**src/sync_ctrl_pkg.sv**
```systemverilog
// Purpose: shared constants for the multi-device sync control block
// Assumes: one clock domain (clk_sys); register port with one-cycle read latency
// Notes:   offsets are word indices on the plain register port
package sync_ctrl_pkg;
  // register addresses
  localparam logic [3:0] ADDR_MAIN_CTRL  = 4'h0;  // main_control_register
  localparam logic [3:0] ADDR_ALARM_STAT = 4'h1;  // alarm_status_register
  localparam logic [3:0] ADDR_PLL_CTRL   = 4'h2;  // pll_control_register
  localparam logic [3:0] ADDR_SYNC_SEL   = 4'h3;  // sync_select_register
  localparam logic [3:0] ADDR_IRQ_STAT   = 4'h4;
  localparam logic [3:0] ADDR_IRQ_CLR    = 4'h5;
  localparam logic [3:0] ADDR_IRQ_EN     = 4'h6;
  localparam logic [3:0] ADDR_FIFO_OFS   = 4'h7;
  // main control fields
  localparam int MAIN_DUAL_BIT    = 0;  // 1: dual-source mode
  localparam int MAIN_CLKDIV_BIT  = 1;  // clock divider sync enable
  localparam int MAIN_PLL_ENA_BIT = 2;  // 1: pll mode, internal output strobe
  // pll control field
  localparam int PLL_NDIVSYNC_BIT = 0;
  // sync select fields
  localparam int SEL_WR_SYNC_BIT  = 0;  // write reset source: 0 input strobe, 1 sync
  localparam int SEL_CLKDIV_BIT   = 1;  // divider sync source: 0 output strobe, 1 write src
  // alarm / irq bits
  localparam int ALM_COLLIDE      = 0;
  localparam int ALM_ONE_AWAY     = 1;
  localparam int ALM_TWO_AWAY     = 2;
  localparam int EVT_NDIV_SYNC    = 3;
  localparam int EVT_RD_RESET     = 4;
  localparam int EVT_W            = 5;
  // reset values
  localparam logic [7:0] MAIN_RESET    = 8'h03;
  localparam logic [7:0] PLL_RESET     = 8'h00;
  localparam logic [7:0] SEL_RESET     = 8'h00;
  localparam logic [7:0] FIFO_OFS_RST  = 8'h04;
  localparam logic [7:0] ZERO8         = 8'h00;
  // divider defaults
  localparam int FIFO_DEPTH_DEF    = 8;
  localparam int CLKDIV_DEF        = 4;
  localparam int NDIV_DEF          = 8;
endpackage

```
**src/sync_edge_det.sv**
```systemverilog
// Purpose: two-flop synchroniser with rising-edge pulse out
// Assumes: input comes from another clock region
// Notes:   first flop feeds only the second flop
`timescale 1ns/1ps
`default_nettype none
module sync_edge_det
(
  // clock and reset
  input  wire logic clk_sys,
  input  wire logic resetn,
  // signal
  input  wire logic async_in,
  output var  logic level_out,
  output var  logic rise_out
);
  logic meta;
  logic prev;

  // metastability filter then edge detect on the settled copy
  always_ff @(posedge clk_sys)
  begin
    if (!resetn)
    begin
      meta      <= 1'b0;
      level_out <= 1'b0;
      prev      <= 1'b0;
      rise_out  <= 1'b0;
    end
    else
    begin
      meta      <= async_in;
      level_out <= meta;
      prev      <= level_out;
      rise_out  <= level_out & ~prev;
    end
  end
endmodule // sync_edge_det
`default_nettype wire

```
**src/fifo_mem.sv**
```systemverilog
// Purpose: small sample store for the input fifo
// Assumes: one write and one read port, same clock
// Notes:   read data are registered
`timescale 1ns/1ps
`default_nettype none
module fifo_mem
#(
  parameter int WIDTH = 16,
  parameter int DEPTH = 8,
  parameter int AW    = $clog2(DEPTH)
)
(
  // clock
  input  wire logic             clk_sys,
  // write port
  input  wire logic             wr_en,
  input  wire logic [AW-1:0]    wr_addr,
  input  wire logic [WIDTH-1:0] wr_data,
  // read port
  input  wire logic [AW-1:0]    rd_addr,
  output var  logic [WIDTH-1:0] rd_data
);
  logic [WIDTH-1:0] mem [DEPTH];

  // storage write
  always_ff @(posedge clk_sys)
  begin
    if (wr_en)
      mem[wr_addr] <= wr_data;
  end

  // registered read, one cycle latency
  always_ff @(posedge clk_sys)
  begin
    rd_data <= mem[rd_addr];
  end
endmodule // fifo_mem
`default_nettype wire

```
**src/multi_device_sync_control.sv**
```systemverilog
// Purpose: fifo pointer, clock divider and pll divider sync for multi-device alignment
// Assumes: data side and converter side run on clk_sys; data_valid paces the write side
// Notes:   input_strobe, sync and output_strobe arrive from other parts and are synchronised
// Function
// - input fifo absorbs arrival skew so latency stays constant
// - output strobe sampled to reset read pointer and clock divider
// - pointer alarms shown in a status register and an alarm pin
// - pll mode makes an internal output strobe, no external one needed
// - feedback divider sync enable set: sync rising edge resets feedback divider
// - pll mode needs no timing between sync and input strobe
// - single-source mode resets both pointers from one source
// - single-source read reset is the resampled write reset
// - single-source with pll never uses output strobe for read pointer
// - dual-source: write reset from strobe or sync, read reset from output strobe
// - internal output strobe is the feedback divider output
`timescale 1ns/1ps
`default_nettype none
module multi_device_sync_control
  import sync_ctrl_pkg::*;
#(
  parameter int WIDTH  = 16,
  parameter int DEPTH  = FIFO_DEPTH_DEF,
  parameter int CLKDIV = CLKDIV_DEF,
  parameter int NDIV   = NDIV_DEF
)
(
  // clock and reset
  input  wire logic             clk_sys,
  input  wire logic             resetn,
  // register port
  input  wire logic [3:0]       reg_addr,
  input  wire logic [7:0]       reg_wdata,
  input  wire logic             reg_wr,
  input  wire logic             reg_rd,
  output var  logic [7:0]       reg_rdata,
  // sync pins
  input  wire logic             input_strobe,
  input  wire logic             sync_in,
  input  wire logic             output_strobe,
  // data path
  input  wire logic             data_valid,
  input  wire logic [WIDTH-1:0] data_in,
  output var  logic [WIDTH-1:0] data_out,
  // status outputs
  output var  logic             alarm,
  output var  logic             irq,
  output var  logic             clkdiv_tick,
  output var  logic             pll_strobe
);
  localparam int AW  = $clog2(DEPTH);
  localparam int CW  = $clog2(CLKDIV);
  localparam int NW  = $clog2(NDIV);

  logic [7:0]       main_control_register;
  logic [7:0]       pll_control_register;
  logic [7:0]       sync_select_register;
  logic [7:0]       fifo_offset;
  logic [7:0]       alarm_status_register;
  logic [7:0]       irq_stat;
  logic [7:0]       irq_en;
  logic [7:0]       next_irq_stat;
  logic [7:0]       evt;
  logic             input_strobe_rise;
  logic             sync_rise;
  logic             output_strobe_rise;
  logic             dual_mode;
  logic             pll_mode;
  logic             wr_reset;
  logic             wr_reset_d1;
  logic             wr_reset_d2;
  logic             rd_reset;
  logic             div_src;
  logic             div_reset;
  logic             ndiv_reset;
  logic [AW-1:0]    wr_ptr;
  logic [AW-1:0]    rd_ptr;
  logic [AW-1:0]    gap;
  logic [CW-1:0]    div_cnt;
  logic [NW-1:0]    ndiv_cnt;
  logic             int_output_strobe;
  logic [WIDTH-1:0] mem_rd;

  // pin synchronisers; edges taken from settled copies only
  // each pin has its own synchroniser, so no phase tie between the pins is needed
  sync_edge_det u_input_strobe
  (
    .clk_sys   (clk_sys),
    .resetn    (resetn),
    .async_in  (input_strobe),
    .level_out (),
    .rise_out  (input_strobe_rise)
  );
  sync_edge_det u_sync
  (
    .clk_sys   (clk_sys),
    .resetn    (resetn),
    .async_in  (sync_in),
    .level_out (),
    .rise_out  (sync_rise)
  );
  sync_edge_det u_output_strobe
  (
    .clk_sys   (clk_sys),
    .resetn    (resetn),
    .async_in  (output_strobe),
    .level_out (),
    .rise_out  (output_strobe_rise)
  );

  assign dual_mode = main_control_register[MAIN_DUAL_BIT];
  assign pll_mode  = main_control_register[MAIN_PLL_ENA_BIT];

  // write pointer reset from input strobe or sync, as selected
  assign wr_reset = sync_select_register[SEL_WR_SYNC_BIT] ? sync_rise : input_strobe_rise;

  // feedback divider reset only while its sync enable is set
  assign ndiv_reset = pll_control_register[PLL_NDIVSYNC_BIT] & sync_rise;

  // pll feedback divider; its terminal count is the internal output strobe
  always_ff @(posedge clk_sys)
  begin
    if (!resetn)
      ndiv_cnt <= '0;
    else if (ndiv_reset)
      ndiv_cnt <= '0;
    else if (ndiv_cnt == NW'(NDIV - 1))
      ndiv_cnt <= '0;
    else
      ndiv_cnt <= ndiv_cnt + 1'b1;
  end
  assign int_output_strobe = pll_mode && (ndiv_cnt == NW'(NDIV - 1));

  // read reset: dual mode uses a strobe, single mode resamples the write reset
  always_ff @(posedge clk_sys)
  begin
    if (!resetn)
    begin
      wr_reset_d1 <= 1'b0;
      wr_reset_d2 <= 1'b0;
    end
    else
    begin
      wr_reset_d1 <= wr_reset;
      wr_reset_d2 <= wr_reset_d1;
    end
  end
  // single mode never looks at the output strobe for the read side
  assign rd_reset = dual_mode ? (pll_mode ? int_output_strobe : output_strobe_rise)
                              : wr_reset_d2;

  // divider source: output strobe (internal in pll mode) or the write-side source
  assign div_src   = sync_select_register[SEL_CLKDIV_BIT] ? wr_reset
                                                          : (pll_mode ? int_output_strobe : output_strobe_rise);
  assign div_reset = main_control_register[MAIN_CLKDIV_BIT] & div_src;

  // converter clock divider; phase held when sync is disabled
  always_ff @(posedge clk_sys)
  begin
    if (!resetn)
      div_cnt <= '0;
    else if (div_reset)
      div_cnt <= '0;
    else if (div_cnt == CW'(CLKDIV - 1))
      div_cnt <= '0;
    else
      div_cnt <= div_cnt + 1'b1;
  end

  // write pointer; restarts at zero on a write reset
  always_ff @(posedge clk_sys)
  begin
    if (!resetn)
      wr_ptr <= '0;
    else if (wr_reset)
      wr_ptr <= '0;
    else if (data_valid)
      wr_ptr <= wr_ptr + 1'b1;
  end

  // read pointer starts the programmed offset behind, so skew is absorbed
  always_ff @(posedge clk_sys)
  begin
    if (!resetn)
      rd_ptr <= '0;
    else if (rd_reset)
      rd_ptr <= AW'(0) - fifo_offset[AW-1:0];
    else if (data_valid)
      rd_ptr <= rd_ptr + 1'b1;
  end

  fifo_mem #(.WIDTH(WIDTH), .DEPTH(DEPTH)) u_mem
  (
    .clk_sys (clk_sys),
    .wr_en   (data_valid),
    .wr_addr (wr_ptr),
    .wr_data (data_in),
    .rd_addr (rd_ptr),
    .rd_data (mem_rd)
  );

  assign gap = wr_ptr - rd_ptr;

  // pointer-distance alarms
  always_comb
  begin
    alarm_status_register = ZERO8;
    alarm_status_register[ALM_COLLIDE]  = (gap == AW'(0));
    alarm_status_register[ALM_ONE_AWAY] = (gap == AW'(1)) || (gap == AW'(DEPTH - 1));
    alarm_status_register[ALM_TWO_AWAY] = (gap == AW'(2)) || (gap == AW'(DEPTH - 2));
  end

  // interrupt events
  always_comb
  begin
    evt = ZERO8;
    evt[ALM_COLLIDE]   = alarm_status_register[ALM_COLLIDE];
    evt[ALM_ONE_AWAY]  = alarm_status_register[ALM_ONE_AWAY];
    evt[ALM_TWO_AWAY]  = alarm_status_register[ALM_TWO_AWAY];
    evt[EVT_NDIV_SYNC] = ndiv_reset;
    evt[EVT_RD_RESET]  = rd_reset;
  end

  // sticky status: a new event wins over a clear in the same cycle
  always_comb
  begin
    next_irq_stat = irq_stat;
    if (reg_wr && reg_addr == ADDR_IRQ_CLR)
      next_irq_stat = irq_stat & ~reg_wdata;
    next_irq_stat = next_irq_stat | evt;
  end

  // status bits stay set until software clears them
  always_ff @(posedge clk_sys)
  begin
    if (!resetn)
      irq_stat <= ZERO8;
    else
      irq_stat <= next_irq_stat;
  end

  // writable registers
  always_ff @(posedge clk_sys)
  begin
    if (!resetn)
    begin
      main_control_register <= MAIN_RESET;
      pll_control_register  <= PLL_RESET;
      sync_select_register  <= SEL_RESET;
      fifo_offset           <= FIFO_OFS_RST;
      irq_en                <= ZERO8;
    end
    else if (reg_wr)
    begin
      case (reg_addr)
        ADDR_MAIN_CTRL: main_control_register <= reg_wdata;
        ADDR_PLL_CTRL:  pll_control_register  <= reg_wdata;
        ADDR_SYNC_SEL:  sync_select_register  <= reg_wdata;
        ADDR_FIFO_OFS:  fifo_offset           <= reg_wdata;
        ADDR_IRQ_EN:    irq_en                <= reg_wdata;
        default:        ;
      endcase
    end
  end

  // read data one cycle after the strobe; unmapped reads return zero
  always_ff @(posedge clk_sys)
  begin
    if (!resetn)
      reg_rdata <= ZERO8;
    else if (reg_rd)
    begin
      case (reg_addr)
        ADDR_MAIN_CTRL:  reg_rdata <= main_control_register;
        ADDR_ALARM_STAT: reg_rdata <= alarm_status_register;
        ADDR_PLL_CTRL:   reg_rdata <= pll_control_register;
        ADDR_SYNC_SEL:   reg_rdata <= sync_select_register;
        ADDR_IRQ_STAT:   reg_rdata <= irq_stat;
        ADDR_IRQ_EN:     reg_rdata <= irq_en;
        ADDR_FIFO_OFS:   reg_rdata <= fifo_offset;
        default:         reg_rdata <= ZERO8;
      endcase
    end
    else
      reg_rdata <= ZERO8;
  end

  // registered outputs
  always_ff @(posedge clk_sys)
  begin
    if (!resetn)
    begin
      alarm       <= 1'b0;
      irq         <= 1'b0;
      clkdiv_tick <= 1'b0;
      pll_strobe  <= 1'b0;
      data_out    <= '0;
    end
    else
    begin
      alarm       <= |alarm_status_register[ALM_TWO_AWAY:ALM_COLLIDE];
      irq         <= |(next_irq_stat & irq_en);
      clkdiv_tick <= (div_cnt == CW'(CLKDIV - 1));
      pll_strobe  <= int_output_strobe;
      data_out    <= mem_rd;
    end
  end

endmodule // multi_device_sync_control
`default_nettype wire

```
**config.mk**
```make
export PLATFORM = sky130hd
export DESIGN_NAME = multi_device_sync_control
export DESIGN_NICKNAME = d
export VERILOG_FILES = /design/src/sync_ctrl_pkg.sv /design/src/sync_edge_det.sv /design/src/fifo_mem.sv /design/src/multi_device_sync_control.sv
export SDC_FILE = /design/constraint.sdc
export NUM_CORES = 1
export LEC_CHECK = 0
export BUFFER_PORTS_ARGS = -buffer_cell sky130_fd_sc_hd__buf_4
export CORE_MARGIN = 2
export CORE_UTILIZATION = 50
export CTS_CLUSTER_SIZE = 30
export DETAILED_ROUTE_END_ITERATION = 6
export PLACE_DENSITY = 0.67
export SYNTH_ARGS = -nofsm -noshare
export SYNTH_HDL_FRONTEND = slang
export SYNTH_HIERARCHICAL = 1
export SYNTH_SLANG_ARGS = --single-unit
```
**constraint.sdc**
```tcl
create_clock -name clk_sys -period 6.3 [get_ports clk_sys]
set_clock_uncertainty 0.2 [all_clocks]
set_input_delay 0.315 -clock clk_sys [delete_from_list [all_inputs] [get_ports clk_sys]]
set_output_delay 0.315 -clock clk_sys [all_outputs]
set_load 0.01 [all_outputs]
```
# Word level (Yosys, flattened, before mapping)
# Memory sizes are Yosys's and may differ from the RTL's. A register that Yosys moved wholly into a read port is not among the register bits.
# Cells that the tools add are included.
[word_totals]
elab_cells = 91
out_inout_bits = 28
input_bits = 36
mem_bits_rw = 128
n_memories = 1
ff_bits = 101
[mem_list]
columns = ["memory", "depth", "word_bits", "rd", "rd_ports_with_merged_regs", "write_ports", "line_no", "rtl"]
rows = [
  ["u_mem.mem", 8, 16, 1, 1, 1, "fifo_mem.sv:23", "logic [WIDTH-1:0] mem [DEPTH];"],
]
[op_classes]
addsub = 6
n_reduce_logical = 18
n_eq_ne = 13
mux = 10
n_bitwise = 13
[op_table]
columns = ["operator", "count"]
rows = [
  ["$pmux 8 s7", 1],
  ["$and 8x8->8", 2],
  ["$eq 4x3->1 const B", 4],
  ["$reduce_and 2->1", 6],
  ["$add 3x1->3 const B", 3],
  ["$eq 3x3->1 const B", 3],
  ["$reduce_or 3->1", 3],
  ["$eq 4x2->1 const B", 2],
  ["$mux 8", 1],
  ["$not 8->8", 1],
  ["$or 8x5->8", 1],
  ["$reduce_or 8->1", 1],
  ["$mux 1", 6],
  ["$mux 3", 2],
  ["$and 1x1->1", 5],
  ["$eq 4x1->1 const B", 1],
  ["$logic_not 4->1", 1],
  ["$not 1->1", 4],
  ["$eq 3x1->1 const B", 1],
  ["$eq 3x2->1 const B", 1],
  ["$logic_not 3->1", 1],
  ["$sub 1x3->3 const A", 1],
  ["$sub 3x3->3", 1],
  ["$add 2x1->2 const B", 1],
  ["other kinds (5)", 7],
]

# Depth between registers and ports, before layout
# Gate-level depths: netlist of run 1.
[depth]
ltp_word = 7
depth_mapped = 8
ltp_nobuf = 8

# By module
# The synthesis of run 1 kept the hierarchy.
[modules_own_cells]
columns = ["module", "seq_area_each_um2", "area_per_inst_um2", "n_inst", "cells_per_inst"]
rows = [
  ["fifo_mem", 4164.0, 5293.8, 1, 214],
  ["multi_device_sync_control", 1781.7, 3628.5, 1, 376],
  ["sync_edge_det", 80.1, 111.4, 3, 8],
]

# Worst setup path after synthesis of run 1
# Ideal clock, no wire load.
[synth_timing]
kind = "register to register"
start = "register wr_ptr[0]"
end = "register irq"
stages_incl_launch_ff = 9
setup_slack_ns = 3.780
period_less_slack_ns = 2.520
setup_ns = 0.143
t_arrival_ns = 2.177
required_time_ns = 5.957
path_buffers = 0
cell_sequence = "dfxtp_1 > inv_1 > ha_1 > fa_1 > xnor3_2 > and3_4 > a221o_1 > a2111oi_2 > a41oi_1"
[synth_via]
elab_chain_cells = 6
elab_cells_between_ends = 11
cone_classes = "add/sub: 1; eq/ne: 4; bitwise: 2; reduce/logical: 4"
[synth_rtl]
columns = ["element", "line_no", "rtl"]
rows = [
  ["start: declaration", "multi_device_sync_control.sv:75", "logic [AW-1:0] wr_ptr;"],
  ["start signal: assignment", "multi_device_sync_control.sv:177", "wr_ptr <= wr_ptr + 1'b1;"],
  ["$sub 3x3->3 *", "multi_device_sync_control.sv:201", "assign gap = wr_ptr - rd_ptr;"],
  ["$eq 3x1->1 (tied with other cells)", "multi_device_sync_control.sv:208", "alarm_status_register[ALM_ONE_AWAY] = (gap == AW'(1)) || (gap == AW'(DEPTH - 1));"],
  ["$logic_or 1x1->1, on equally long branches", "multi_device_sync_control.sv:208, multi_device_sync_control.sv:209", ""],
  ["$or 8x5->8 *", "multi_device_sync_control.sv:229", "next_irq_stat = next_irq_stat | evt;"],
  ["$and 8x8->8 *", "multi_device_sync_control.sv:301", "irq <= |(next_irq_stat & irq_en);"],
  ["$reduce_or 8->1 *", "multi_device_sync_control.sv:301", ""],
  ["end signal: assignment", "multi_device_sync_control.sv:301", ""],
  ["end: declaration", "multi_device_sync_control.sv:46", "output var logic irq,"],
]
# Every way passes the cells marked *; elsewhere a longest branch is shown, timed or not.
# A chain may end at the register's enable or synchronous reset.

# Final worst setup path of run 1
[layout_timing]
start = "register rd_ptr[0]"
end = "register irq"
[layout_via]
elab_chain_cells = 6
elab_cells_between_ends = 11
cone_classes = "add/sub: 1; eq/ne: 4; bitwise: 2; reduce/logical: 4"
[layout_rtl]
columns = ["element", "line_no", "rtl"]
rows = [
  ["start: declaration", "multi_device_sync_control.sv:76", "logic [AW-1:0] rd_ptr;"],
  ["start signal: assignment", "multi_device_sync_control.sv:186", "rd_ptr <= AW'(0) - fifo_offset[AW-1:0];"],
  ["start signal: assignment", "multi_device_sync_control.sv:188", "rd_ptr <= rd_ptr + 1'b1;"],
  ["$sub 3x3->3 *", "multi_device_sync_control.sv:201", ""],
  ["$eq 3x1->1 (tied with other cells)", "multi_device_sync_control.sv:208", ""],
  ["$logic_or 1x1->1, on equally long branches", "multi_device_sync_control.sv:208, multi_device_sync_control.sv:209", ""],
  ["$or 8x5->8 *", "multi_device_sync_control.sv:229", ""],
  ["$and 8x8->8 *", "multi_device_sync_control.sv:301", ""],
  ["$reduce_or 8->1 *", "multi_device_sync_control.sv:301", ""],
]
# Marks and branches as above.

==> flow_results.org, run 1 <==
** Floorplan
- From left edge to right edge, the die measures ~140 um.
- Die span in y :: around 140 um
- Number of I/O pins :: 64
- The initial utilization of the core area, before any placement, comes to between 50% and 60%.
- Core Area :: between 15000 and 20000 um^2
- The floorplan step defined a die boundary enclosing roughly 20000 um^2.
- The floorplan has 49 rows.

** GRT
- Sum of overflow across all layers after global routing :: 0
- All-layer global routing usage :: approximately a fifth
- Initial antenna violation count :: 0
- Global-route wire length before repair :: a little under 30000 um
- Largest net degree at the start of global routing :: between 40 and 50
- Number of global-route vias before repair :: roughly 5400

** Worst setup path
- In this run the register-to-register setup slack is about 3.2 ns.
- Slowest cell on the critical path :: dfxtp_2
- In this run the worst path has a maximum fanout of 35.
- In this run the worst setup path terminates at irq.
- In this run the critical register-to-register path is captured at irq.
- Kind of critical path :: register to register
- R2r startpoint :: rd_ptr[0]
- STA puts the critical path data arrival time at 3.31 ns.
- Worst reg-to-reg path cell count :: 6
- Largest stage delay, worst path :: slightly above 1 ns
- CP startpoint kind :: register
- Kind of capture point of the worst setup path :: register
- Data required time of the worst path :: between 6 and 7 ns
- Traced cell by cell, the critical path runs through ha_1 > fa_1 > and3_4 > a221o_1 > a2111oi_2 > a41oi_1.
- The most critical setup path has its startpoint at rd_ptr[0].

** Finish
- Of the cells placed in the final design, the portion with a size suffix greater than 1 is approximately 21%.
- Count of inserted antenna diode cells :: 0
- Area taken by multi-input logic gates :: around 2900 um^2
- Nets@finish :: between 700 and 800
- Syn-to-layout area delta :: 19.9%
- Cells fill around three fifths of the core in the end.
- Once layout is complete, the cells apart from fillers number 965.
- Register area :: 6190 um^2
- After filler insertion, the fill cell instance count of the layout stands at ~1400.

** Timing
- Setup violations remaining at the end of the flow were counted as 0.
- Setup repair after global routing left no endpoint under its margin.
- Adding up every negative setup slack in the final design gives 0 ns.
- For the pin with the worst max-slew slack, the measured transition is ~1.1 ns.
- Max-slew violations :: 0
- In this run the tightest slew margin relative to its limit is 26.3%.
- Final period utilization :: between 40 and 50%
- The final number of hold-violating endpoints was 0.
- Min cycle time layout :: 3.12 ns
- Final hold analysis gives a worst-case slack of between 0.03 and 0.04 ns.
- Based on the critical path, the design can be clocked at up to between 300 and 400 MHz.

** Yosys
- After synthesis, the largest area contributor takes up 41.5% of total cell area.
- In this run, distinct cell masters in the synthesized netlist total between 50 and 60.
- Mean Syn Cell Area :: between 15 and 20 um^2
- Sequential area share after synthesis :: about two thirds
- The Yosys step of the flow raised 6 warnings.
- Share of flip-flops with an asynchronous set or reset :: 0%
- Counting instances in the post-synthesis netlist gives the leading cell types as edfxtp_1 (128), dfxtp_1 (117), nor2_1 (68).
- Number of flops mapped to enable cells by yosys :: ~130
- Synthesis inferred between 200 and 250 register bits.
- Gate count of the mapped netlist :: a little over 600
- Largest area contributor in the netlist :: edfxtp_1
- By area the synthesized netlist is led by edfxtp_1 (42%), dfxtp_1 (25%), mux4_1 (7.9%).
- Area of the mapped netlist :: around 9300 um^2
- The number of nets handed over by synthesis was 658.
- By instance count, the leading cell after synthesis is edfxtp_1.
- Leading register cell type out of synthesis :: edfxtp_1

** Clock network
- Clock tree root buffer cell :: clkbuf_16
- The clock passes through at most 3 buffers.
- Post-cts resize count :: 0
- Clock-pin slew was measured on the worst setup and hold paths at 0.06 ns.
- Number of clock sinks seen by CTS :: roughly 250
- At the later pin of the worst-skew pair, clock insertion delay measures about 0.52 ns.
- Counting the buffers created by CTS gives 26.
- CTS built an H-tree with a depth of 1.
- Clock tree from TritonCTS :: built

** Drt
- Routed length per placed instance :: ~19 um
- Routed Antenna Nets :: 0
- The first routing iteration left 421 violations.
- The pre-antenna-repair detailed-routing pass consisted of 7 iterations.
- DRC violations left :: 4
- Post-detailed-routing wire length :: roughly 18000 um
- Detailed routing inserted a total of approximately 5300 vias.
- After detailed routing, the number of vias per cell comes to between 5 and 6.

** Hold path
- The worst hold path belongs to the class primary input to register.

** Placement
- The count of buffers added on input and output ports is 63.
- Weighted congestion reported at the end of routability-driven placement :: ~0.9
- HPWL Detailed :: 10700 um
- The number of placed instances, taps included, is 887.

** Run status
- The flow ran to the end, but the final reports show violations.
- Violated checks :: design-rule violations

** Power
- Across the VDD grid, the largest voltage drop is roughly 0.00023 V.
- Lkg Pwr :: 4.17 nW
- Areal power density over the cells :: between 300 and 400 nW/um^2

** Flow run
- Max Cap Viol :: 0
-- final cells by class --
type | instances | share of cell area (%)
Clock inverter | 10 | 1.01
Clock buffer | 37 | 6.42
Inverter | 10 | 0.338
Tap cell | 229 | 2.58
Multi-Input combinational cell | 334 | 26.4
Sequential cell | 245 | 55.8
Timing Repair Buffer | 100 | 7.46
-- layout by cell type (no fill, tap or decap), types with 4 or more instances in the layout --
cell type      count
inv_1             10
nand2b_1           4
a21oi_1           22
o21ai_0            8
clkinv_2           4
nor2_2             5
clkbuf_1           9
and2_2             9
dfxtp_1          116
mux2i_1           48
ha_1               7
and2_1            21
nor2_1            65
mux4_2             6
clkbuf_16         26
nand3_1            9
and3_1             4
dlygate4sd3_1     31
nand2_1           28
edfxtp_1         128
a211oi_1           4
mux2_2            20
mux4_1            28
buf_4             69
-- worst min path at each step --
stage                start                  endpoint  slack (ns)  cells past startpoint
2_1_floorplan  ndiv_cnt[0]               ndiv_cnt[0]        0.20                      1
3_3_place_gp   ndiv_cnt[0]               ndiv_cnt[0]        0.21                      1
3_5_place_dp   wr_reset_d1               wr_reset_d2        0.22                      1
4_1_cts             resetn  main_control_register[1]        0.02                      2
5_1_grt             resetn  main_control_register[1]        0.05                      2
6_report            resetn  main_control_register[1]        0.03                      2
-- cells by family after synthesis --
group	after synthesis	synth area share (%)
flops	245	66.8
simple gates	163	8.65
mux	102	17.0
compound gates	54	3.69
buf+inv	35	1.81
fa+ha+maj	8	1.16
xor+xnor	7	0.825
-- critical path: cells and delay by family, from the launching register on --
| kind | cells | cell delay, ns |
|---|---|---|
| adders and majority gates | 2 | 0.83 |
| DFF | 1 | 1.02 |
| and+or+nand+nor | 1 | 0.20 |
| AOI/OAI and AO/OA | 3 | 0.73 |
-- routing by layer --
layer	global-route usage, %	vias to the layer above	wire, um
met5	0	-	0
met1	25.9	2632	8070
met4	4.63	0	249
li1	-	2498	-
met2	31.4	143	8800
met3	3.15	23	909
-- stage by stage --
stage / cell area (um^2) / power, mW / setup WS, ns
floorplan: 9260 / 2.00 / 3.78
global placement: 9960 / 2.10 / 3.23
detailed placement: 9960 / 2.11 / 3.17
CTS: 11100 / 3.58 / 3.13
global route: 11100 / 3.67 / 2.96
finish: 11100 / 3.54 / 3.18
-- power breakdown --
part	leakage [nW]	switching [mW]	internal, mW
sequential	2.12	0.0459	1.76
clock	0.404	0.583	0.869
combinational	1.64	0.130	0.155
-- registers in the layout, summed over array words and instances (netlist names), 8 cells and up --
register               flops
u_mem/mem                128
reg_rdata                  8
main_control_register      8
data_out                  16
irq_en                     8
irq_stat                   8
sync_select_register       8
fifo_offset                8
u_mem/rd_data             16
pll_control_register       8
-- timing repair --
action	in CTS	in global routing
hold endpoints to repair	176	0
buffers inserted	0	0
endpoints found under the setup margin	0	0
hold buffers	31	0
Note: power is estimated with default switching activity, not from simulation.
==> inputs of run 2 (changes only) <==
==> constraint.sdc (replaced) <==
create_clock -name clk_sys -period 3.1 [get_ports clk_sys]
set_clock_uncertainty 0.2 [all_clocks]
set_input_delay 0.155 -clock clk_sys [delete_from_list [all_inputs] [get_ports clk_sys]]
set_output_delay 0.155 -clock clk_sys [all_outputs]
set_load 0.01 [all_outputs]
==> run 2 against run 1 <==
  * The run still ends with design-rule violations left
  * Core utilization is 0.64 points higher
  * Via count decreased by 0.21%
  * Sequential cell count unchanged
  * Total power is 110% higher
  * Clock power up 110%
  * Global-route usage is 0.52 points higher
  * First-iteration DRC count shrank 25%
  * Critical path type unchanged
  * Critical endpoint unchanged
  * Largest power group unchanged
  * Highest routed layer unchanged
==> flow_results.org, run 2 (same netlist as run 1, synthesis figures left out) <==
** Clock network
- The total clock sinks was 245 (unchanged).
- Clock transition at the registers of the reported paths :: 0.07 ns (about the same)
- The maximum level of the CTS H-tree came to 1 (unchanged).
- TritonCTS built the clock tree.
- The maximum buffer depth of the clock tree came to 3 (unchanged).
- The clock latency at the later pin of the worst-skew pair was 0.53 ns (about the same).
- CTS placed an instance of clkbuf_16 at the clock tree root.
- Number of CTS-inserted buffers :: 26 (unchanged)

** Run status
- The flow ran to the end, but the final reports show violations.
- Violated checks :: design-rule violations

** Floorplan
- The y dimension of the die came to 140 um (unchanged).
- Initial core utilization :: 51.2% (unchanged)
- Die span in x :: 140 um (unchanged)
- The cell row count came to 49 (unchanged).
- The area enclosed by the die boundary was 19600 um^2 (unchanged).
- Core Area :: 18100 um^2 (unchanged)
- Number of I/O pins :: 64 (unchanged)

** Finish
- The final layout net count was 775 (+1.8%).
- Count of fill cells added during filler insertion :: 1344 (-0.44%)
- Summed area of non-filler cells in the final layout :: 11200 um^2 (+1.0%)
- Count of inserted antenna diode cells :: 0 (unchanged)
- Commonest cells after routing, fill and taps aside :: edfxtp_1 (128), dfxtp_1 (116), buf_4 (80)
- Max reg flops :: 128 (unchanged)
- Syn-to-layout area delta :: 21.1%
- Non-Filler Instances :: 980 (+1.6%)
- Area taken by multi-input logic gates :: 2910 um^2 (-0.68%)
- Most common cell after layout, fill and taps aside :: edfxtp_1
- Register area :: 6190 um^2 (unchanged)
- More flip-flops sit in one register than any other, and that register is u_mem/mem.
- The layout cell share with drive strength beyond 1 came to 21.7% (+1.1 points).
- In the final layout, the registers with the most flip-flops are u_mem/mem (128), data_out (16), u_mem/rd_data (16).

** Power
- The post-layout total power is 7.27 mW (+110%).
- The leakage power figure is 4.24 nW (+1.8%).
- The total power per unit cell area is 648 nW/um^2 (+100%).
- The worst vdd rail ir drop came to 0.000469 V (+100%).

** Timing
- The final setup violation count was 0 (unchanged).
- Final hold vios :: 0 (unchanged)
- Setup TNS :: 0 ns (unchanged)
- Final Worst Setup Slack :: 0.350 ns (-2.83 ns)
- The count of pins over their slew limit was 0 (unchanged).
- Final period utilization :: 88.7% (+39 points)
- Max-Slew Margin vs Limit :: 37.0% (+11 points)
- Setup repair after global routing left no endpoint under its margin.
- The slew at the pin closest to its max-slew limit was 0.943 ns (-0.159 ns).
- Fmax :: 364 MHz (+14%)
- The final critical-path required period was 2.75 ns (-0.373 ns).

** Drt
- The first-iteration detailed-routing DRC count is 317 (-25%).
- The number of search-and-repair iterations in the first detailed-routing pass is 7 (unchanged).
- DRC violations left :: 4 (unchanged)
- Routed length per placed instance :: 19.0 um (+1.9%)
- The total number of vias was 5285 (-0.21%).
- The post-detailed-routing wire length came to 18700 um (+3.4%).
- Via-per-instance ratio :: 5.39 (-1.7%)
- The number of nets with antenna violations after detailed routing was 0 (unchanged).

** Worst setup path
- The worst setup path is captured at a register.
- The arrival time at the worst endpoint came to 2.94 ns (-0.37 ns).
- The slowest stage of the critical path belongs to the cell dfxtp_1.
- Kind of critical path :: register to register
- Crit Path Max Fanout :: 8 (-77%)
- On the critical path the largest part of the delay comes from compound AO/OA/AOI/OAI gates.
- The worst path required time is 3.29 ns (-3.20 ns).
- Largest stage delay, worst path :: 0.50 ns (-0.52 ns)
- Critical-path cell list :: inv_1 > ha_1 > fa_1 > xnor3_2 > and3_4 > a221o_1 > a2111oi_2 > a41oi_1
- STA classifies the critical path startpoint as a register.
- The count of buffer and inverter cells on the critical path was 1 (+1).

** GRT
- The overall global routing resource usage is 19.3% (+0.52 points).
- The overflow left after global routing was 0 (unchanged).
- The pin count of the biggest net entering global routing came to 43 (-2.3%).
- The number of antenna violations at the first check in global routing is 0 (unchanged).
- Global-route track usage on met1 :: 25.9% (+0.034 points)
- Global-route wire length before repair :: 29600 um (+2.6%)
- The number of global-route vias before repair came to 5471 (+1.3%).
- In this run the most used layer during global routing was met2.
- The met3 track demand over resource is 3.01% (-0.14 points).
- The met2 capacity usage during global routing is 33.3% (+1.9 points).

** Placement
- The placed standard-cell area is 10000 um^2 (+0.63%).
- The routability-driven placement congestion ratio came to 0.873 (-1.2%).
- Post-placement worst setup slack :: 0.363 ns (-2.80 ns)
- The estimated wirelength of the detail-placed design was 11400 um (+7.3%).
- Number of I/O port buffers :: 63 (unchanged)
- Placed cell count :: 898 (+1.2%)

** Hold path
- Kind of path behind the tightest hold check :: primary input to register

** Flow run
- Max Cap Viol :: 0 (unchanged)
==> run 2: where the power goes <==
group	internal [mW]	total [mW]	leakage [nW]	switching (mW)
registers	3.57	3.62	2.12	0.0551
clock network	1.79	3.02	0.395	1.23
logic	0.323	0.629	1.72	0.305
==> run 2: per-layer routing <==
layer	vias to the layer above	wire [um]
met5	-	0
met4	0	284
met3	25	709
met2	108	9230
met1	2626	8430
li1	2526	-
==> run 2: area by class of cell <==
type | instances | share of cell area [%]
Tap cell | 229 | 2.56
Inverter | 10 | 0.335
Sequential cell | 245 | 55.2
Clock inverter | 19 | 1.66
Multi-Input combinational cell | 334 | 26.0
Timing Repair Buffer | 114 | 8.39
Clock buffer | 29 | 5.90
==> run 2: what timing repair did <==
| action | in CTS | in global routing |
|---|---|---|
| gates resized for setup | 0 | 0 |
| buffers inserted | 0 | 0 |
| hold buffers | 34 | 0 |
| endpoints found under the hold margin | 190 | 0 |
| setup endpoints to repair | 0 | 0 |
==> run 2: per-stage QoR <==
step / hold WS, ns / utilization [%]
final: 0.0303 / 62.0
after global routing: 0.0179 / 62.0
after CTS: 0.00426 / 62.0
after detailed placement: 0.184 / 55.4
after global placement: 0.180 / 55.4
after floorplan: 0.0420 / -
==> run 2: worst min-delay path, cell delays in order <==
cell       delay [ns]
buf_4            0.12
o2111ai_1        0.36
a21oi_1          0.07
==> run 2: worst paths after layout <==
kind	cells after the start	to	slack, ns	startpoint
worst max-delay path	8	irq	0.35	wr_ptr[0]
worst min-delay path	3	reg_rdata[4]	0.03	reg_rd
worst max register to register	8	irq	0.35	wr_ptr[0]
worst min register to register	1	ndiv_cnt[0]	0.23	ndiv_cnt[0]
==> inputs of run 3 (changes only) <==
--- a/config.mk
+++ b/config.mk
@@ -5,9 +5,11 @@
 export SDC_FILE = /design/constraint.sdc
 export NUM_CORES = 1
 export LEC_CHECK = 0
+export ABC_AREA = 1
 export BUFFER_PORTS_ARGS = -buffer_cell sky130_fd_sc_hd__buf_4
 export CORE_MARGIN = 2
 export CORE_UTILIZATION = 50
+export CTS_BUF_LIST = sky130_fd_sc_hd__clkbuf_8 sky130_fd_sc_hd__clkbuf_16
 export CTS_CLUSTER_SIZE = 30
 export DETAILED_ROUTE_END_ITERATION = 6
 export PLACE_DENSITY = 0.67
==> run 3 against run 2 <==
  * The flow now finishes without violations
  * Highest routed layer unchanged
  * Core utilization decreased by 0.86 points
  * Die area increased by 7.0%
  * Synthesized cell count increased by 78%
  * Critical endpoint is now fifo_offset[2]
  * Routed wire length increased by 14%
  * Clock power decreased by 8.3%
  * Largest power group unchanged
  * Sequential power about the same
  * Via count increased by 36%
==> flow_results.org, run 3 <==
** Finish
- Leaving out fill and tap cells, the most frequent cell in the layout is nand2_1.
- The fill cell instance count of the final layout came to 1623 (+21%).
- Share of post-route cells with drive strength above 1 :: 11.0% (-11 points)
- Max reg flops :: 128 (unchanged)
- Top Registers :: u_mem/mem (128), data_out (16), u_mem/rd_data (16)
- The library cells used most frequently in the layout, excluding fill and tap cells, are nand2_1 (308), inv_1 (226), edfxtp_1 (128).
- Register with the highest flop count :: u_mem/mem
- Nets@finish :: 1253 (+62%)
- Syn-to-layout area delta :: 19.9%
- Count of inserted antenna diode cells :: 0 (unchanged)

** Power
- Areal power density over the cells :: 602 nW/um^2 (-7.2%)
- Net switching power :: 1.72 mW (+8.0%)
- The part of the total power dissipated in sequential elements is 50.7% (+0.9 points).
- The combinational share of power came to 10.6% (+2.0 points).
- The clock network power share was 38.7% (-2.8 points).
- Pint :: 5.44 mW (-4.2%)
- The switching share of power is 24.0% (+2.1 points).
- The leakage power figure is 5.44 nW (+28%).
- Worst voltage drop across the vdd grid :: 0.000453 V (-3.4%)

** Yosys
- The most common cell in the synthesized netlist is nand2_1.
- The simple-gate portion of the synthesized area was 19.2% (+11 points).
- The proportion of synthesized chip area in sequential cells was 62.3% (-4.5 points).
- The synthesized-area fraction occupied by adder cells is 1.08% (-0.078 points).
- Main area contributors after synthesis :: edfxtp_1 (39%), dfxtp_1 (24%), nand2_1 (12%)
- Number of flops mapped to enable cells by yosys :: 128 (unchanged)
- The total nets after synthesis was 1134 (+72%).
- Mean Syn Cell Area :: 9.11 um^2 (-40%)
- The portion of netlist area occupied by mux cells came to 0.101% (-17 points).
- The number of register bits inferred by synthesis is 245 (unchanged).
- By area, the combinational part of the netlist is dominated by simple AND/OR/NAND/NOR gates.
- The commonest cells after synthesis are nand2_1 (308), inv_1 (220), edfxtp_1 (128).
- The synthesized instance count is 1090 (+78%).
- Largest area contributor in the netlist :: edfxtp_1
- The share of the synthesized area in the top cell type was 38.7% (-2.8 points).
- Among all flip-flop cells after synthesis, the most frequent one is edfxtp_1.
- Warning count from the yosys run :: 6 (unchanged)
- The xor/xnor share of the synthesized area was 0.176% (-0.65 points).
- Share of flip-flops with an asynchronous set or reset :: 0% (unchanged)
- Distinct cell type count of the synthesized netlist :: 30 (-43%)
- Area of the mapped netlist :: 9930 um^2 (+7.2%)
- Post-synthesis compound-gate area fraction :: 6.44% (+2.8 points)

** Run status
- The flow ran to the end, and the final reports show no timing, DRC or antenna violations.

** Clock network
- TritonCTS built the clock tree.
- Clock tree root buffer cell :: clkbuf_16
- The maximum buffer depth of the clock tree was 3 (unchanged).
- The number of post-CTS setup repair buffers is 0 (unchanged).
- Level count of the clock H-tree :: 1 (unchanged)
- The clock-pin slew reported for the worst setup and hold paths after clock tree synthesis came to 0.06 ns (about the same).
- Number of CTS-inserted buffers :: 25 (-3.8%)
- The total clock sinks is 245 (unchanged).
- The total of cells resized after clock tree synthesis is 0 (unchanged).
- Later-pin clock latency in the skew report :: 0.53 ns (about the same)

** GRT
- The wire length of the first global-routing pass came to 33500 um (+13%).
- All-layer global routing usage :: 20.5% (+1.2 points)
- Sum of overflow across all layers after global routing :: 0 (unchanged)
- The pin count of the biggest net entering global routing came to 67 (+56%).
- Number of global-route vias before repair :: 6588 (+20%)
- The number of antenna violations at the first check in global routing came to 0 (unchanged).

** Worst setup path
- Kind of capture point of the worst setup path :: register
- The most critical setup path has its startpoint at reg_addr[0].
- The largest fanout of any net on the critical path was 7 (-1).
- In this run the critical register-to-register path is launched from wr_ptr[0].
- The worst setup path is of the primary input to register kind.
- The worst register-to-register path ends at irq.
- The arrival time at the worst endpoint was 3.23 ns (+0.29 ns).
- The worst setup path is launched from a primary input.
- Data required time of the worst path :: 3.38 ns (+0.09 ns)
- Worst reg-to-reg path cell count :: 11 (+3)
- In this run the worst setup path terminates at fifo_offset[2].
- Setup slack on the worst flop-to-flop path :: 0.99 ns (+0.64 ns)

** Placement
- The estimated wirelength of the detail-placed design came to 12900 um (+12%).
- The minimum setup slack after placement came to 1.01 ns (+0.651 ns).
- The number of port buffers was 63 (unchanged).
- Weighted congestion reported at the end of routability-driven placement :: 0.860 (-1.5%)

** Drt
- Via-per-instance ratio :: 4.80 (-11%)
- The first-iteration detailed-routing DRC count was 544 (+72%).
- The number of search-and-repair iterations in the first detailed-routing pass is 5 (-2).
- The number of design rule violations left after detail routing was 0 (-4).
- Routed length per placed instance :: 14.3 um (-25%)
- Via count :: 7165 (+36%)
- The number of nets with antenna violations after detailed routing is 0 (unchanged).
- The post-detailed-routing wire length came to 21300 um (+14%).

** Timing
- Final count of negative-setup-slack endpoints :: 0 (unchanged)
- The count of pins over their slew limit is 0 (unchanged).
- The highest achievable clock rate came to 339 MHz (-6.7%).
- Worst slew pin tran :: 0.863 ns (-0.0801 ns)
- The sum of negative setup slack was 0 ns (unchanged).
- The final number of hold-violating endpoints was 0 (unchanged).
- Max-Slew Margin vs Limit :: 42.2% (+5.2 points)
- Unrepaired setup endpoints after global routing :: no
- Final Worst Setup Slack :: 0.152 ns (-0.198 ns)
- Final period utilization :: 95.1% (+6.4 points)
- Min cycle time layout :: 2.95 ns (+0.198 ns)

** Flow run
- The max-capacitance violation count came to 0 (unchanged).

** Floorplan
- The die width was 145 um (+3.5%).
- Row count :: 51 (+4.1%)
- Initial core utilization :: 51.0% (-0.18 points)
- Number of I/O pins :: 64 (unchanged)
- Core Area :: 19500 um^2 (+7.6%)
- The y dimension of the die came to 145 um (+3.5%).
- The area enclosed by the die boundary is 21000 um^2 (+7.0%).

** Hold path
- The depth of the worst hold-timing path is 2 (-1).
- In this run the worst hold path is classified as primary input to register.
-- run 3: changes by cell type after synthesis, moves of 28 or more --
| cell | delta |
|---|---|
| nand2_1 | +280 |
| mux4_1 | -28 |
| a21oi_1 | +31 |
| nor2_1 | -31 |
| inv_1 | +210 |
| mux2i_1 | -47 |
| o21ai_0 | +38 |
| nand3_1 | +81 |
-- run 3: layout make-up --
type	count	area (um^2)	area share (%)
clock buffer	30	694	5.84
clock inverter	16	76.3	0.641
inverter	223	837	7.03
multi-input combinational	586	2680	22.5
sequential	245	6190	52.0
tap	265	332	2.79
timing repair buffer	128	1100	9.21
-- run 3: power by group through the flow --
stage	clock network [mW]	logic [mW]	registers, mW
global route	2.99	0.864	3.65
global placement	0	0.702	3.70
floorplan	0	0.460	3.71
detailed placement	0	0.713	3.70
CTS	2.83	0.760	3.63
finish	2.77	0.759	3.63
-- run 3: worst min-delay path by stage --
| stage | from | end | slack (ns) |
|---|---|---|---|
| final | data_in[2] | u_mem/mem[6][2] | 0.19 |
| after CTS | data_in[2] | u_mem/mem[6][2] | 0.18 |
| after global placement | output_strobe | u_output_strobe/meta | 0.14 |
| after floorplan | resetn | u_input_strobe/level_out | 0.05 |
| after detailed placement | input_strobe | u_input_strobe/meta | 0.14 |
| after global routing | data_in[0] | u_mem/mem[2][0] | 0.21 |
-- run 3: worst max-delay path, stage by stage --
cell and delay, ns:
dlygate4sd3_1 0.53, buf_4 0.14, nand2_1 0.08, dlygate4sd3_1 0.58, nor2_1 0.39, a21oi_1 0.12
dlygate4sd3_1 0.60, o21ai_0 0.07, dlygate4sd3_1 0.56
-- run 3: repair_timing --
item	in CTS	in global routing
endpoints found under the hold margin	211	0
hold buffers	49	0
setup endpoints to repair	0	0
-- run 3: cells by family (layout without fill, tap and decap cells) --
family | after synthesis | in the layout
flip-flops | 245 | 245
adder cells (fa/ha/maj) | 8 | 8
AND/OR/NAND/NOR | 455 | 455
multiplexers | 1 | 1
XOR/XNOR | 2 | 2
buffers and inverters | 259 | 397
AO/OA/AOI/OAI | 120 | 120
-- run 3: per-layer routing --
metal	share of wire (%)	track usage, %	vias to the layer above
li1	-	-	3669
met1	45	27.8	3252
met2	47	33.9	198
met3	5.9	3.62	46
met4	2.3	6.08	0
met5	0	0	-
-- run 3: stage by stage --
stage	cell area, um^2	hold WS (ns)	std cells	utilization [%]	power, mW
floorplan	9930	0.0485	1090	-	4.17
global route	11900	0.206	1493	61.1	7.50
global placement	10600	0.139	1398	54.7	4.40
finish	11900	0.195	1493	61.1	7.16
CTS	11900	0.179	1493	61.1	7.22
detailed placement	10600	0.143	1398	54.7	4.41
